**src/qcirq_pkg.sv**
```systemverilog
package qcirq_pkg;

    // ------------------------------------------------------------
    // Bus and data geometry
    // ------------------------------------------------------------
    localparam int QCIRQ_ADDR_W = 12;
    localparam int QCIRQ_DATA_W = 32;
    localparam int QCIRQ_NUM_QUEUES = 8;
    localparam int QCIRQ_NUM_STAT = 4;
    // Receive rollover bit n belongs to counter n plus this base
    localparam int QCIRQ_RX_CNT_BASE = 32;

    // ------------------------------------------------------------
    // Register byte offsets
    // ------------------------------------------------------------
    localparam logic [11:0] QCIRQ_OFS_QSTAT = 12'h1C0;
    localparam logic [11:0] QCIRQ_OFS_QSMASK = 12'h1C4;
    localparam logic [11:0] QCIRQ_OFS_OUSTAT = 12'h1C8;
    localparam logic [11:0] QCIRQ_OFS_OUMASK = 12'h1CC;
    localparam logic [11:0] QCIRQ_OFS_TXSTAT = 12'h1D0;
    localparam logic [11:0] QCIRQ_OFS_TXMASK = 12'h1D4;
    localparam logic [11:0] QCIRQ_OFS_RXSTAT = 12'h1D8;
    localparam logic [11:0] QCIRQ_OFS_RXMASK = 12'h1DC;
    localparam logic [11:0] QCIRQ_OFS_SUMMARY = 12'h1E8;

    // ------------------------------------------------------------
    // Field layouts and reset values
    // ------------------------------------------------------------
    localparam logic [31:0] QCIRQ_RESET_VAL = 32'h0000_0000;
    localparam logic [31:0] QCIRQ_ALL_VALID = 32'hFFFF_FFFF;
    // Overflow/underrun pairs sit in the top two bits of each nibble
    localparam logic [31:0] QCIRQ_OU_VALID = 32'hCCCC_CCCC;
    localparam int QCIRQ_NIB_W = 4;
    localparam int QCIRQ_EV_EMPTY_RISE = 3;
    localparam int QCIRQ_EV_EMPTY_FALL = 2;
    localparam int QCIRQ_EV_A_RISE = 1;
    localparam int QCIRQ_EV_B_RISE = 0;
    localparam int QCIRQ_EV_OVERFLOW = 3;
    localparam int QCIRQ_EV_UNDERRUN = 2;
    localparam int QCIRQ_SUM_QSTAT = 19;
    localparam int QCIRQ_SUM_OU = 18;
    localparam int QCIRQ_SUM_RMON = 16;

    // Index of each status register in the sticky array
    localparam int QCIRQ_ST_QS = 0;
    localparam int QCIRQ_ST_OU = 1;
    localparam int QCIRQ_ST_TX = 2;
    localparam int QCIRQ_ST_RX = 3;

    // ------------------------------------------------------------
    // Register select
    // ------------------------------------------------------------
    typedef enum logic [3:0] {
        QCIRQ_SEL_QSTAT = 4'b0000,
        QCIRQ_SEL_QSMASK = 4'b0001,
        QCIRQ_SEL_OUSTAT = 4'b0010,
        QCIRQ_SEL_OUMASK = 4'b0011,
        QCIRQ_SEL_TXSTAT = 4'b0100,
        QCIRQ_SEL_TXMASK = 4'b0101,
        QCIRQ_SEL_RXSTAT = 4'b0110,
        QCIRQ_SEL_RXMASK = 4'b0111,
        QCIRQ_SEL_SUMMARY = 4'b1000,
        QCIRQ_SEL_NONE = 4'b1111
    } qcirq_sel_e;

endpackage

```
**src/qcirq_sticky.sv**
```systemverilog
`timescale 1ns/1ps
`default_nettype none

// Sticky status word: events set bits, reported bits are cleared
module qcirq_sticky #(
    parameter int W = 32,
    parameter logic [W-1:0] VALID = '1
) (
    // Clock and reset
    input wire logic pclk,
    input wire logic presetn,
    // Set and clear vectors
    input wire logic [W-1:0] set_i,
    input wire logic [W-1:0] clr_i,
    // Current status
    output logic [W-1:0] stat_o
);
    typedef struct packed {
        logic [W-1:0] stat;
    } qcirq_stk_s;

    qcirq_stk_s s_r;
    qcirq_stk_s s_nxt;

    // Set beats clear so an event in the clearing cycle survives
    always_comb begin
        s_nxt = s_r;
        s_nxt.stat = ((s_r.stat & ~clr_i) | set_i) & VALID;
    end

    // State register
    always_ff @(posedge pclk or negedge presetn) begin
        if (!presetn) begin
            s_r <= '0;
        end else begin
            s_r <= s_nxt;
        end
    end

    assign stat_o = s_r.stat;
endmodule // qcirq_sticky

`default_nettype wire

```
**src/qcirq_regs.sv**
```systemverilog
// Overview of operation
// - Each mask bit enables the interrupt for the same status bit position.
// - A masked-off status bit still latches and clears, but raises nothing.
// - Transmit counter mask gates transmit rollover bits into the interrupt.
// - Queue q overflow/underrun at nibble q bits 3:2; other pairs read zero.
// - Overflow/underrun and both rollover status registers clear on read.
// - Transmit rollover bit n sets when transmit counter n rolls over.
// - Receive rollover bit n sets when receive counter n+32 rolls over.
// - Per queue: empty rise, empty fall, threshold A rise, B rise bits.
// - Summary bits follow their sources; reading the summary clears nothing.
`timescale 1ns/1ps
`default_nettype none

module qcirq_regs (
    // Clock and reset
    input wire logic pclk,
    input wire logic presetn,
    // APB slave
    input wire logic psel,
    input wire logic penable,
    input wire logic pwrite,
    input wire logic [qcirq_pkg::QCIRQ_ADDR_W-1:0] paddr,
    input wire logic [qcirq_pkg::QCIRQ_DATA_W-1:0] pwdata,
    output logic [qcirq_pkg::QCIRQ_DATA_W-1:0] prdata,
    output logic pready,
    output logic pslverr,
    // Queue manager levels and pulses
    input wire logic [qcirq_pkg::QCIRQ_NUM_QUEUES-1:0] queue_empty_flag,
    input wire logic [qcirq_pkg::QCIRQ_NUM_QUEUES-1:0] queue_thresh_a,
    input wire logic [qcirq_pkg::QCIRQ_NUM_QUEUES-1:0] queue_thresh_b,
    input wire logic [qcirq_pkg::QCIRQ_NUM_QUEUES-1:0] queue_overflow,
    input wire logic [qcirq_pkg::QCIRQ_NUM_QUEUES-1:0] queue_underrun,
    // Statistics counter rollover pulses
    input wire logic [qcirq_pkg::QCIRQ_DATA_W-1:0] tx_rollover,
    input wire logic [qcirq_pkg::QCIRQ_DATA_W-1:0] rx_rollover,
    // Host interrupt
    output logic irq
);
    import qcirq_pkg::*;

    // ------------------------------------------------------------
    // State
    // ------------------------------------------------------------
    typedef struct packed {
        logic primed;
        logic [QCIRQ_NUM_QUEUES-1:0] empty_q;
        logic [QCIRQ_NUM_QUEUES-1:0] tha_q;
        logic [QCIRQ_NUM_QUEUES-1:0] thb_q;
        logic [QCIRQ_DATA_W-1:0] qs_mask;
        logic [QCIRQ_DATA_W-1:0] ou_mask;
        logic [QCIRQ_DATA_W-1:0] tx_mask;
        logic [QCIRQ_DATA_W-1:0] rx_mask;
        logic [QCIRQ_DATA_W-1:0] summary;
        logic [QCIRQ_DATA_W-1:0] prdata;
        logic pready;
        logic pslverr;
        logic irq;
    } qcirq_state_s;

    qcirq_state_s s_r;
    qcirq_state_s s_nxt;

    logic [QCIRQ_DATA_W-1:0] set_v [QCIRQ_NUM_STAT];
    logic [QCIRQ_DATA_W-1:0] clr_v [QCIRQ_NUM_STAT];
    logic [QCIRQ_DATA_W-1:0] stat_v [QCIRQ_NUM_STAT];
    logic [QCIRQ_DATA_W-1:0] qs_pend;
    logic [QCIRQ_DATA_W-1:0] ou_pend;
    logic [QCIRQ_DATA_W-1:0] tx_pend;
    logic [QCIRQ_DATA_W-1:0] rx_pend;
    logic apb_setup;
    logic apb_done;
    qcirq_sel_e setup_sel;
    qcirq_sel_e done_sel;

    // ------------------------------------------------------------
    // Address decode
    // ------------------------------------------------------------
    function automatic qcirq_sel_e decode_sel(
        input logic [QCIRQ_ADDR_W-1:0] a);
        qcirq_sel_e r;
        case (a)
            QCIRQ_OFS_QSTAT: r = QCIRQ_SEL_QSTAT;
            QCIRQ_OFS_QSMASK: r = QCIRQ_SEL_QSMASK;
            QCIRQ_OFS_OUSTAT: r = QCIRQ_SEL_OUSTAT;
            QCIRQ_OFS_OUMASK: r = QCIRQ_SEL_OUMASK;
            QCIRQ_OFS_TXSTAT: r = QCIRQ_SEL_TXSTAT;
            QCIRQ_OFS_TXMASK: r = QCIRQ_SEL_TXMASK;
            QCIRQ_OFS_RXSTAT: r = QCIRQ_SEL_RXSTAT;
            QCIRQ_OFS_RXMASK: r = QCIRQ_SEL_RXMASK;
            QCIRQ_OFS_SUMMARY: r = QCIRQ_SEL_SUMMARY;
            default: r = QCIRQ_SEL_NONE;
        endcase
        return r;
    endfunction

    assign apb_setup = psel & ~penable;
    assign apb_done = psel & penable & s_r.pready;
    assign setup_sel = decode_sel(paddr);
    assign done_sel = decode_sel(paddr);

    // ------------------------------------------------------------
    // Event capture
    // ------------------------------------------------------------
    // Edges are only taken once the previous levels are valid, so
    // flags that sit high out of reset raise no false rise event
    genvar q;
    generate
        for (q = 0; q < QCIRQ_NUM_QUEUES; q++) begin : g_queue
            assign set_v[QCIRQ_ST_QS][q*QCIRQ_NIB_W+QCIRQ_EV_EMPTY_RISE] =
                s_r.primed & queue_empty_flag[q] & ~s_r.empty_q[q];
            assign set_v[QCIRQ_ST_QS][q*QCIRQ_NIB_W+QCIRQ_EV_EMPTY_FALL] =
                s_r.primed & ~queue_empty_flag[q] & s_r.empty_q[q];
            assign set_v[QCIRQ_ST_QS][q*QCIRQ_NIB_W+QCIRQ_EV_A_RISE] =
                s_r.primed & queue_thresh_a[q] & ~s_r.tha_q[q];
            assign set_v[QCIRQ_ST_QS][q*QCIRQ_NIB_W+QCIRQ_EV_B_RISE] =
                s_r.primed & queue_thresh_b[q] & ~s_r.thb_q[q];
            assign set_v[QCIRQ_ST_OU][q*QCIRQ_NIB_W+QCIRQ_EV_OVERFLOW] =
                queue_overflow[q];
            assign set_v[QCIRQ_ST_OU][q*QCIRQ_NIB_W+QCIRQ_EV_UNDERRUN] =
                queue_underrun[q];
            assign set_v[QCIRQ_ST_OU][q*QCIRQ_NIB_W+1:q*QCIRQ_NIB_W] =
                2'h0;
        end
    endgenerate

    // transmit counter n sets bit n
    assign set_v[QCIRQ_ST_TX] = tx_rollover;
    // receive counter n+32 arrives on bit n
    assign set_v[QCIRQ_ST_RX] = rx_rollover;

    // ------------------------------------------------------------
    // Status registers
    // ------------------------------------------------------------
    // Only the bits shown in the finished read are cleared; an event
    // landing between the setup and completion edges stays pending
    // latching ignores masks
    genvar k;
    generate
        for (k = 0; k < QCIRQ_NUM_STAT; k++) begin : g_stat
            qcirq_sticky #(
                .W(QCIRQ_DATA_W),
                .VALID((k == QCIRQ_ST_OU) ? QCIRQ_OU_VALID
                                          : QCIRQ_ALL_VALID)
            ) u_stat (
                .pclk(pclk),
                .presetn(presetn),
                .set_i(set_v[k]),
                .clr_i(clr_v[k]),
                .stat_o(stat_v[k])
            );
        end
    endgenerate

    // clear on read of each status register
    always_comb begin
        clr_v[QCIRQ_ST_QS] = QCIRQ_RESET_VAL;
        clr_v[QCIRQ_ST_OU] = QCIRQ_RESET_VAL;
        clr_v[QCIRQ_ST_TX] = QCIRQ_RESET_VAL;
        clr_v[QCIRQ_ST_RX] = QCIRQ_RESET_VAL;
        if (apb_done && !pwrite) begin
            case (done_sel)
                QCIRQ_SEL_QSTAT: clr_v[QCIRQ_ST_QS] = s_r.prdata;
                QCIRQ_SEL_OUSTAT: clr_v[QCIRQ_ST_OU] = s_r.prdata;
                QCIRQ_SEL_TXSTAT: clr_v[QCIRQ_ST_TX] = s_r.prdata;
                QCIRQ_SEL_RXSTAT: clr_v[QCIRQ_ST_RX] = s_r.prdata;
                default: ;
            endcase
        end
    end

    // one mask bit per status bit
    assign qs_pend = stat_v[QCIRQ_ST_QS] & s_r.qs_mask;
    assign ou_pend = stat_v[QCIRQ_ST_OU] & s_r.ou_mask;
    // transmit rollover gated by its mask
    assign tx_pend = stat_v[QCIRQ_ST_TX] & s_r.tx_mask;
    assign rx_pend = stat_v[QCIRQ_ST_RX] & s_r.rx_mask;

    // ------------------------------------------------------------
    // Next state
    // ------------------------------------------------------------
    always_comb begin
        s_nxt = s_r;
        s_nxt.primed = 1'b1;
        s_nxt.empty_q = queue_empty_flag;
        s_nxt.tha_q = queue_thresh_a;
        s_nxt.thb_q = queue_thresh_b;
        // summary mirrors sources, never cleared by its read
        s_nxt.summary = QCIRQ_RESET_VAL;
        s_nxt.summary[QCIRQ_SUM_QSTAT] = |qs_pend;
        s_nxt.summary[QCIRQ_SUM_OU] = |ou_pend;
        s_nxt.summary[QCIRQ_SUM_RMON] = |(tx_pend | rx_pend);
        s_nxt.irq = |(qs_pend | ou_pend | tx_pend | rx_pend);
        // No wait state: data is fetched at setup, shown in access
        s_nxt.pready = apb_setup;
        s_nxt.pslverr = apb_setup && (setup_sel == QCIRQ_SEL_NONE);
        if (apb_setup) begin
            case (setup_sel)
                QCIRQ_SEL_QSTAT: s_nxt.prdata = stat_v[QCIRQ_ST_QS];
                QCIRQ_SEL_QSMASK: s_nxt.prdata = s_r.qs_mask;
                QCIRQ_SEL_OUSTAT: s_nxt.prdata = stat_v[QCIRQ_ST_OU];
                QCIRQ_SEL_OUMASK: s_nxt.prdata = s_r.ou_mask;
                QCIRQ_SEL_TXSTAT: s_nxt.prdata = stat_v[QCIRQ_ST_TX];
                QCIRQ_SEL_TXMASK: s_nxt.prdata = s_r.tx_mask;
                QCIRQ_SEL_RXSTAT: s_nxt.prdata = stat_v[QCIRQ_ST_RX];
                QCIRQ_SEL_RXMASK: s_nxt.prdata = s_r.rx_mask;
                QCIRQ_SEL_SUMMARY: s_nxt.prdata = s_r.summary;
                default: s_nxt.prdata = QCIRQ_RESET_VAL;
            endcase
        end
        // Mask writes; writes to status registers are ignored
        if (apb_done && pwrite) begin
            case (done_sel)
                QCIRQ_SEL_QSMASK: s_nxt.qs_mask = pwdata;
                QCIRQ_SEL_OUMASK: s_nxt.ou_mask = pwdata;
                QCIRQ_SEL_TXMASK: s_nxt.tx_mask = pwdata;
                QCIRQ_SEL_RXMASK: s_nxt.rx_mask = pwdata;
                default: ;
            endcase
        end
    end

    // State register
    always_ff @(posedge pclk or negedge presetn) begin
        if (!presetn) begin
            s_r <= '0;
        end else begin
            s_r <= s_nxt;
        end
    end

    assign prdata = s_r.prdata;
    assign pready = s_r.pready;
    assign pslverr = s_r.pslverr;
    assign irq = s_r.irq;
endmodule // qcirq_regs

`default_nettype wire

```
**config.mk**
```make
export PLATFORM = sky130hd
export DESIGN_NAME = qcirq_regs
export DESIGN_NICKNAME = d
export VERILOG_FILES = /design/src/qcirq_pkg.sv /design/src/qcirq_sticky.sv /design/src/qcirq_regs.sv
export SDC_FILE = /design/constraint.sdc
export NUM_CORES = 1
export LEC_CHECK = 0
export ABC_AREA = 1
export BUFFER_PORTS_ARGS = -buffer_cell sky130_fd_sc_hd__buf_2
export CAP_MARGIN = 40
export CELL_PAD_IN_SITES_DETAIL_PLACEMENT = 0
export CELL_PAD_IN_SITES_GLOBAL_PLACEMENT = 1
export CORE_MARGIN = 8
export CORE_UTILIZATION = 44
export CTS_BUF_LIST = sky130_fd_sc_hd__clkbuf_4 sky130_fd_sc_hd__clkbuf_8
export CTS_CLUSTER_DIAMETER = 120
export DETAILED_ROUTE_END_ITERATION = 16
export PLACE_DENSITY = 0.93
export SLEW_MARGIN = 20
export SYNTH_ARGS = -nofsm -noshare
export SYNTH_HDL_FRONTEND = slang
export SYNTH_HIERARCHICAL = 1
export SYNTH_SLANG_ARGS = --single-unit
```
**constraint.sdc**
```tcl
create_clock -name pclk -period 1.65 [get_ports pclk]
set_clock_uncertainty 0.15 [all_clocks]
set_input_delay 0.165 -clock pclk [delete_from_list [all_inputs] [get_ports pclk]]
set_output_delay 0.165 -clock pclk [all_outputs]
set_load 0.01 [all_outputs]
```
After elaboration in Yosys (flattened, before gate mapping)
Index checks and enable logic that the tools add are counted.

word-level totals
  register bits after elaboration = 303
  input bits = 153
  output and inout port bits = 35
  word-level logic and storage cells = 175

cells by class
  eq/ne operators = 18
  muxes and demuxes = 7
  bitwise logic cells = 120
  reductions and logical operators = 13

operators with widths
  operator                                         count
  one-hot mux 32 bit (9 select lines)              1
  bitwise AND 32 bit                               8
  OR 32 bit                                        8
  two-way mux 128 bit                              1
  two-way mux 32 bit                               4
  inverter 32 bit                                  4
  OR reduction 32 bit                              4
  == test 12 x 9 -> 1 bit (second input constant)  9
  bitwise AND 1 bit                                67
  one-hot mux 4 bit (9 select lines)               1
  inverter 1 bit                                   33
  == test 4 x 3 -> 1 bit (second input constant)   4
  == test 4 x 2 -> 1 bit (second input constant)   2
  == test 4 bit (second input constant)            2
  AND reduction 2 bit                              4
  == test 4 x 1 -> 1 bit (second input constant)   1
  zero test 4 bit                                  1
  logical AND 1 bit                                3
  zero test 1 bit                                  1

Logic depth before layout (Yosys ltp)
Gate-level depths: netlist of the first run.

  word-level depth = 8
  gate-level depth with buffers = 13
  mapped depth without buffers = 11

Cells and area by module
Netlist of the first run, hierarchy kept.

modules (own cells, without submodules)
  module                               instances  cells each  area each (um^2)  seq. area each (um^2)
  qcirq_regs                           1          1,684       11,310.8          4,779.6
  qcirq_sticky (g_stat[0].u_stat ...)  3          160         1,281.2           800.8
  qcirq_sticky (g_stat[1].u_stat)      1          97          764.5             400.4

Worst setup path after synthesis of the first run
OpenSTA, ideal clock, no wires.

  path kind = input -> register
  start = input paddr[9] (netlist bit)
  end = register g_stat[3].u_stat.s_r, in the netlist g_stat[3].u_stat/stat_o[23]
  setup time = 0.116 ns
  arrival time = 1.346 ns
  data required time = 1.384 ns
  slack = 0.038 ns
  stages = 12
  buffers on the path = 2
  cells stage by stage = inv_1 -> nand2_1 -> nor2_4 -> buf_4 -> nand3_2 -> a21oi_2 -> nand2_1 -> clkbuf_1 -> nor2_1 -> inv_1 -> nand2_1 -> nand2_1

RTL lines
  item                  line                RTL
  start, declared       qcirq_regs.sv:22    input wire logic [qcirq_pkg::QCIRQ_ADDR_W-1:0] paddr,
  end signal, assigned  qcirq_sticky.sv:36  s_r <= s_nxt;
  end, declared         qcirq_sticky.sv:22  qcirq_stk_s s_r;

==> results of run 1 <==
-- per-layer routing --
layer	GRT usage, %	vias to the layer above
met4	10.6	0
met3	5.10	117
met2	41.5	717
li1	-	7624
met5	0	-
met1	33.9	7556
-- worst paths after layout --
path / end / slack [ns]
max in group asynchronous: s_r[82]$_DFFE_PN0P_ / 0.27
max: g_stat[3].u_stat/stat_o[18]$_DFF_PN0_ / 0.006
max reg2reg: g_stat[3].u_stat/stat_o[18]$_DFF_PN0_ / 0.006
min in group asynchronous: g_stat[1].u_stat/stat_o[27]$_DFF_PN0_ / 0.37
min reg2reg: g_stat[0].u_stat/stat_o[24]$_DFF_PN0_ / 0.31
min: s_r[202]$_DFF_PN0_ / 0.04
-- area by class of cell --
type / count / area, µm²
fill: 3321 / 14600
sequential: 303 / 7580
multi-input combinational: 1504 / 6590
timing repair buffer: 465 / 3910
inverter: 303 / 1140
clock buffer: 86 / 1060
tap: 461 / 577
clock inverter: 7 / 86.3
-- sequential cells by signal, indices dropped and copies added (netlist names) --
name and count:
s_r 156, pready 1, prdata 32, g_stat.u_stat/stat_o 112, pslverr 1, irq 1
-- where the power goes --
group          leakage [nW]  internal, W  total, W  switching, W
Clock                 0.613      0.00423   0.00749       0.00325
Combinational          6.30     0.000515   0.00114      0.000625
Sequential             3.59      0.00747   0.00750     0.0000253
Total                  10.5       0.0122    0.0161       0.00391
-- through the flow --
step                      setup slack, ns  total power (W)  util [%]  instances
after floorplan                    0.0377          0.00791         -       2259
after global placement             -0.205          0.00846      50.5       2883
after detailed placement           -0.214          0.00847      50.5       2883
after CTS                        -0.00494           0.0163      58.3       3128
after global routing              -0.0531           0.0167      58.9       3129
final                             0.00556           0.0161      58.9       3129
-- repair_timing --
item / 4_1_cts / 5_1_grt
hold buffers: 147 / 1
buffers inserted: 4 / 0
endpoints found under the hold margin: 601 / 2
gates cloned: 2 / 3
resized for setup: 8 / 67
setup endpoints to repair: 117 / 169
pin swaps: 8 / 17
==> results.ini, run 1 <==
[power_and_ir_drop]
power_density_mw_per_mm2 = 770
power.leakage_nw = 10.5
vdd.ir_drop.worst_mv = 0.605

[clock_tree]
cts_buffer_depth = 3
clkLatencyLatePin_ns = 0.67
h-tree-depth = 2
cts-root-buf = clkbuf_8
cts_sinks = 303
cts_tree = done
clkTransAtPathRegs_ns = 0.06
cts_buffers = 52

[timing]
fmax_mhz = 608
fin_crit_sh_pct = 99.7
period_needed_ns = 1.64
finalSetupViolCount = 0
hold_violations = 0
timing.hold.ws_ns = 0.0449
rsz0062_at_grt = yes
final_max_slew_viol_count = 0
setup_tns_ns = 0

[global_routing]
grt_max_degree = 79
grt_pass1_wl_um = 86400
grt_pass1_vias = 15807
grtUsageTotal_pct = 25.8
grt-ovfl-total = 0
antenna_found_initial = 0

[critical_path]
cp_max_fo = 11
crit_path_end_kind = register
max_stage_delay_ns = 0.39
crit_arrival_ns = 2.00
path_class = register to register
worst_path_max_delay_cell = dfrtp_1
required_ns = 2.00
worst_path_dominant_cell_family = simple AND/OR/NAND/NOR gates
path_depth = 9
cp-startpoint = pready$_DFF_PN0_
r2r-start = pready$_DFF_PN0_
ff2ff_path_depth = 9
crit_path_frequent_cell = nand2_1
critPathBufInv = 3
cp_cell_sequence = nand3_4 -> nor2_4 -> buf_6 -> buf_12 -> nand2_2 -> nor2_2 -> inv_1 -> nand2_1 -> nand2_1
critPathLaunchType = register

[place]
dpl.hpwl_um = 37500
dpl_cell_area_mm2 = 0.0180
io_buffers = 187
place_congestion = 0.883

[detailed_routing]
firstDrtPassIters = 7
totalWireLength_um = 55700
top_layer = met4
vias_per_cell = 5.12
wl_met1_um = 23400
vias = 16014
ant_nets = 0
wl_met3_um = 4410
wl_per_cell_um = 17.8
dr.first_iter.drc_count = 1498
route.met2.wl_um = 26000
drc = 0

[worst_hold_path]
min_path_cells = 2
min-delay-start = queue_thresh_b[7]
min_path_type = input pin to register

[floorplanning]
fp.coreArea_mm2 = 0.0356
initial_core_util_pct = 44.6
die_y_um = 206
die_x_um = 206
io-pin-count = 188
dieArea_mm2 = 0.0424
rows = 69

[finish]
final_cell_mix = nand2_1, dfrtp_1, inv_1
stdcell_area_mm2 = 0.0210
drive_gt1_share_pct = 18.3
area.growth.synth_to_final_pct = 32.1
final_nets = 2782
layout_commonest_cell = nand2_1
diodes = 0

[yosys]
synth.avg_cell_area_um2 = 7.07
syn-cell-area_mm2 = 0.0159
synth_cells = 2244
yosys_warnings = 6

[run_status]
status = finished, final reports clean

[job]
cap_violations = 0

Note: power is estimated with default switching activity, not from simulation.
==> inputs of run 2 (changes only) <==
ABC_AREA = not set   (was 1)
CORE_UTILIZATION = 47   (was 44)
PLACE_DENSITY = 0.92   (was 0.93)
==> run 2 against run 1 <==
Net effect: the flow now finishes with violations (negative setup slack); clock power is 2% higher; fmax shrank 47%; utilization grew 17 points; routed wire length up 45%; register-to-register slack worse by 1.5 ns; count of clock-buffer cells in the layout fell by 3; combinational power is 24% higher; sequential power barely moved; sequential share of layout area shrank 4.1 points; hold slack lost 0.042 ns; die area fell by 12%; largest cell class is now multi-input combinational cells; largest power group is now clock; highest routed layer is now met5.
==> results.ini, run 2 <==
[timing]
tightestPinTransition_ns = 0.841
slew_headroom_pct = 42.3
period_needed_ns = 3.10
fmax_mhz = 323
hold_violations = 0
final_max_slew_viol_count = 0
rsz0062_at_grt = yes
finalWorstSetupSlack_ns = -1.45
fin_crit_sh_pct = 188
finalSetupViolCount = 267

[floorplanning]
dieArea_mm2 = 0.0374
fp.coreArea_mm2 = 0.0312
rows = 65
io-pin-count = 188
die_x_um = 193
die_y_um = 193
initial_core_util_pct = 47.3

[critical_path]
cp_cell_sequence = a22o_1 -> a221oi_4 -> nand4_1 -> or4_4 -> or3_1
critPathLaunchType = register
crit_arrival_ns = 3.44
path_class = register to register
path_depth = 5
worst_path_max_delay_cell = or4_4
rrSetupSlack_ns = -1.45
worst_path_dominant_cell_family = simple AND/OR/NAND/NOR gates
required_ns = 1.99
crit_path_end_kind = register
ff2ff_path_depth = 5
critPathBufInv = 0
max_stage_delay_ns = 0.62
cp_max_fo = 2

[run_status]
violations = negative setup slack
status = finished with violations

[detailed_routing]
wl_per_cell_um = 32.6
vias = 16457
totalWireLength_um = 80600
ant_nets = 0
drc = 0
firstDrtPassIters = 7
vias_per_cell = 6.65
dr.first_iter.drc_count = 2555

[global_routing]
grt_pass1_wl_um = 108000
grtUsageTotal_pct = 38.7
grt_pass1_vias = 16660
antenna_found_initial = 7
grt_max_degree = 79
grt-ovfl-total = 0

[finish]
drive_gt1_share_pct = 51.8
largest_reg_flops = 156
final_cell_mix = buf_4, dfrtp_1, buf_2
stdcell_count = 2473
fill_cells = 1707
final_nets = 2183
area.growth.synth_to_final_pct = 60.5
top_register = s_r
layout_commonest_cell = buf_4

[clock_tree]
cts-root-buf = clkbuf_8
cts_tree = done
clkTransAtPathRegs_ns = 0.07
cts_buffers = 51
clkLatencyLatePin_ns = 0.64
cts_sinks = 303
h-tree-depth = 2
cts_buffer_depth = 3

[place]
place_congestion = 1.08
io_buffers = 187
dpl.hpwl_um = 44400
place_ws_ns = -1.03
place_inst = 2201

[power_and_ir_drop]
vdd.ir_drop.worst_mv = 0.639
power.leakage_nw = 10.3
power_density_mw_per_mm2 = 697
totalPowerFinal_w = 0.0165

[yosys]
syn-cell-area_mm2 = 0.0148
synth.avg_cell_area_um2 = 10.7
synth_cells = 1385
yosys_warnings = 6

[job]
cap_violations = 0

[worst_hold_path]
min_path_type = input pin to asynchronous set/reset pin

## run 2: through the flow
step,cell area (µm²),hold WS (ns),util (%),setup TNS [ns]
after global routing,23700,0.0363,75.9,-75.02
after CTS,22700,0.0214,72.7,-44.75
after detailed placement,18800,-0.122,60.1,-152.36
final,23700,0.00278,75.9,-69.59
after floorplan,15500,-0.281,-,-53.79
after global placement,18800,-0.123,60.1,-139.54
## run 2: final timing paths
kind	startpoint	to
setup / recovery	g_stat[2].u_stat/stat_o[9]$_DFF_PN0_	irq$_DFF_PN0_
hold / removal	presetn	g_stat[1].u_stat/stat_o[27]$_DFF_PN0_
setup reg to reg	g_stat[2].u_stat/stat_o[9]$_DFF_PN0_	irq$_DFF_PN0_
hold reg to reg	s_r[201]$_DFF_PN0_	g_stat[0].u_stat/stat_o[24]$_DFF_PN0_
max in group asynchronous	presetn	g_stat[3].u_stat/stat_o[3]$_DFF_PN0_
min in group pclk	queue_thresh_b[6]	s_r[201]$_DFF_PN0_
## run 2: report_power, final
group	internal [W]	switching, W	total [W]	leakage (nW)
Combinational	0.000629	0.000780	0.00141	6.12
Sequential	0.00747	0.0000211	0.00749	3.57
Clock	0.00416	0.00346	0.00762	0.601
## run 2: cell type report
| class | instances | area, µm² | share of cell area (%) |
|---|---|---|---|
| multi-input cells | 862 | 8200 | 34.6 |
| flip-flops and latches | 303 | 7610 | 32.1 |
| well taps | 402 | 503 | 2.12 |
| inverters | 115 | 432 | 1.82 |
| clock inverters | 8 | 80.1 | 0.338 |
| diodes | 3 | 7.51 | 0.0317 |
| clock buffers | 83 | 1040 | 4.40 |
| repair buffers | 697 | 5840 | 24.6 |
## run 2: repair_timing
action / 4_1_cts / 5_1_grt
setup buffers: 21 / 14
hold endpoints to repair: 568 / 0
gates resized for setup: 219 / 281
gates cloned: 15 / 1
pin swaps: 71 / 80
setup endpoints to repair: 233 / 279
hold buffers: 142 / 0
## run 2: layer usage
layer / GRT usage (%) / up-vias / part of all wire [%]
li1: - / 6165 / -
met1: 45.0 / 7860 / 32
met2: 57.5 / 1749 / 42
met3: 16.3 / 675 / 16
met4: 26.2 / 8 / 9.7
met5: 1.58 / - / 0.16
## run 2: worst register-to-register path: cells and delay by family, from the launching register on
kind,cells,cell delay [ns]
flip-flops,1,0.50
AO/OA/AOI/OAI,2,0.76
AND/OR/NAND/NOR,3,1.56
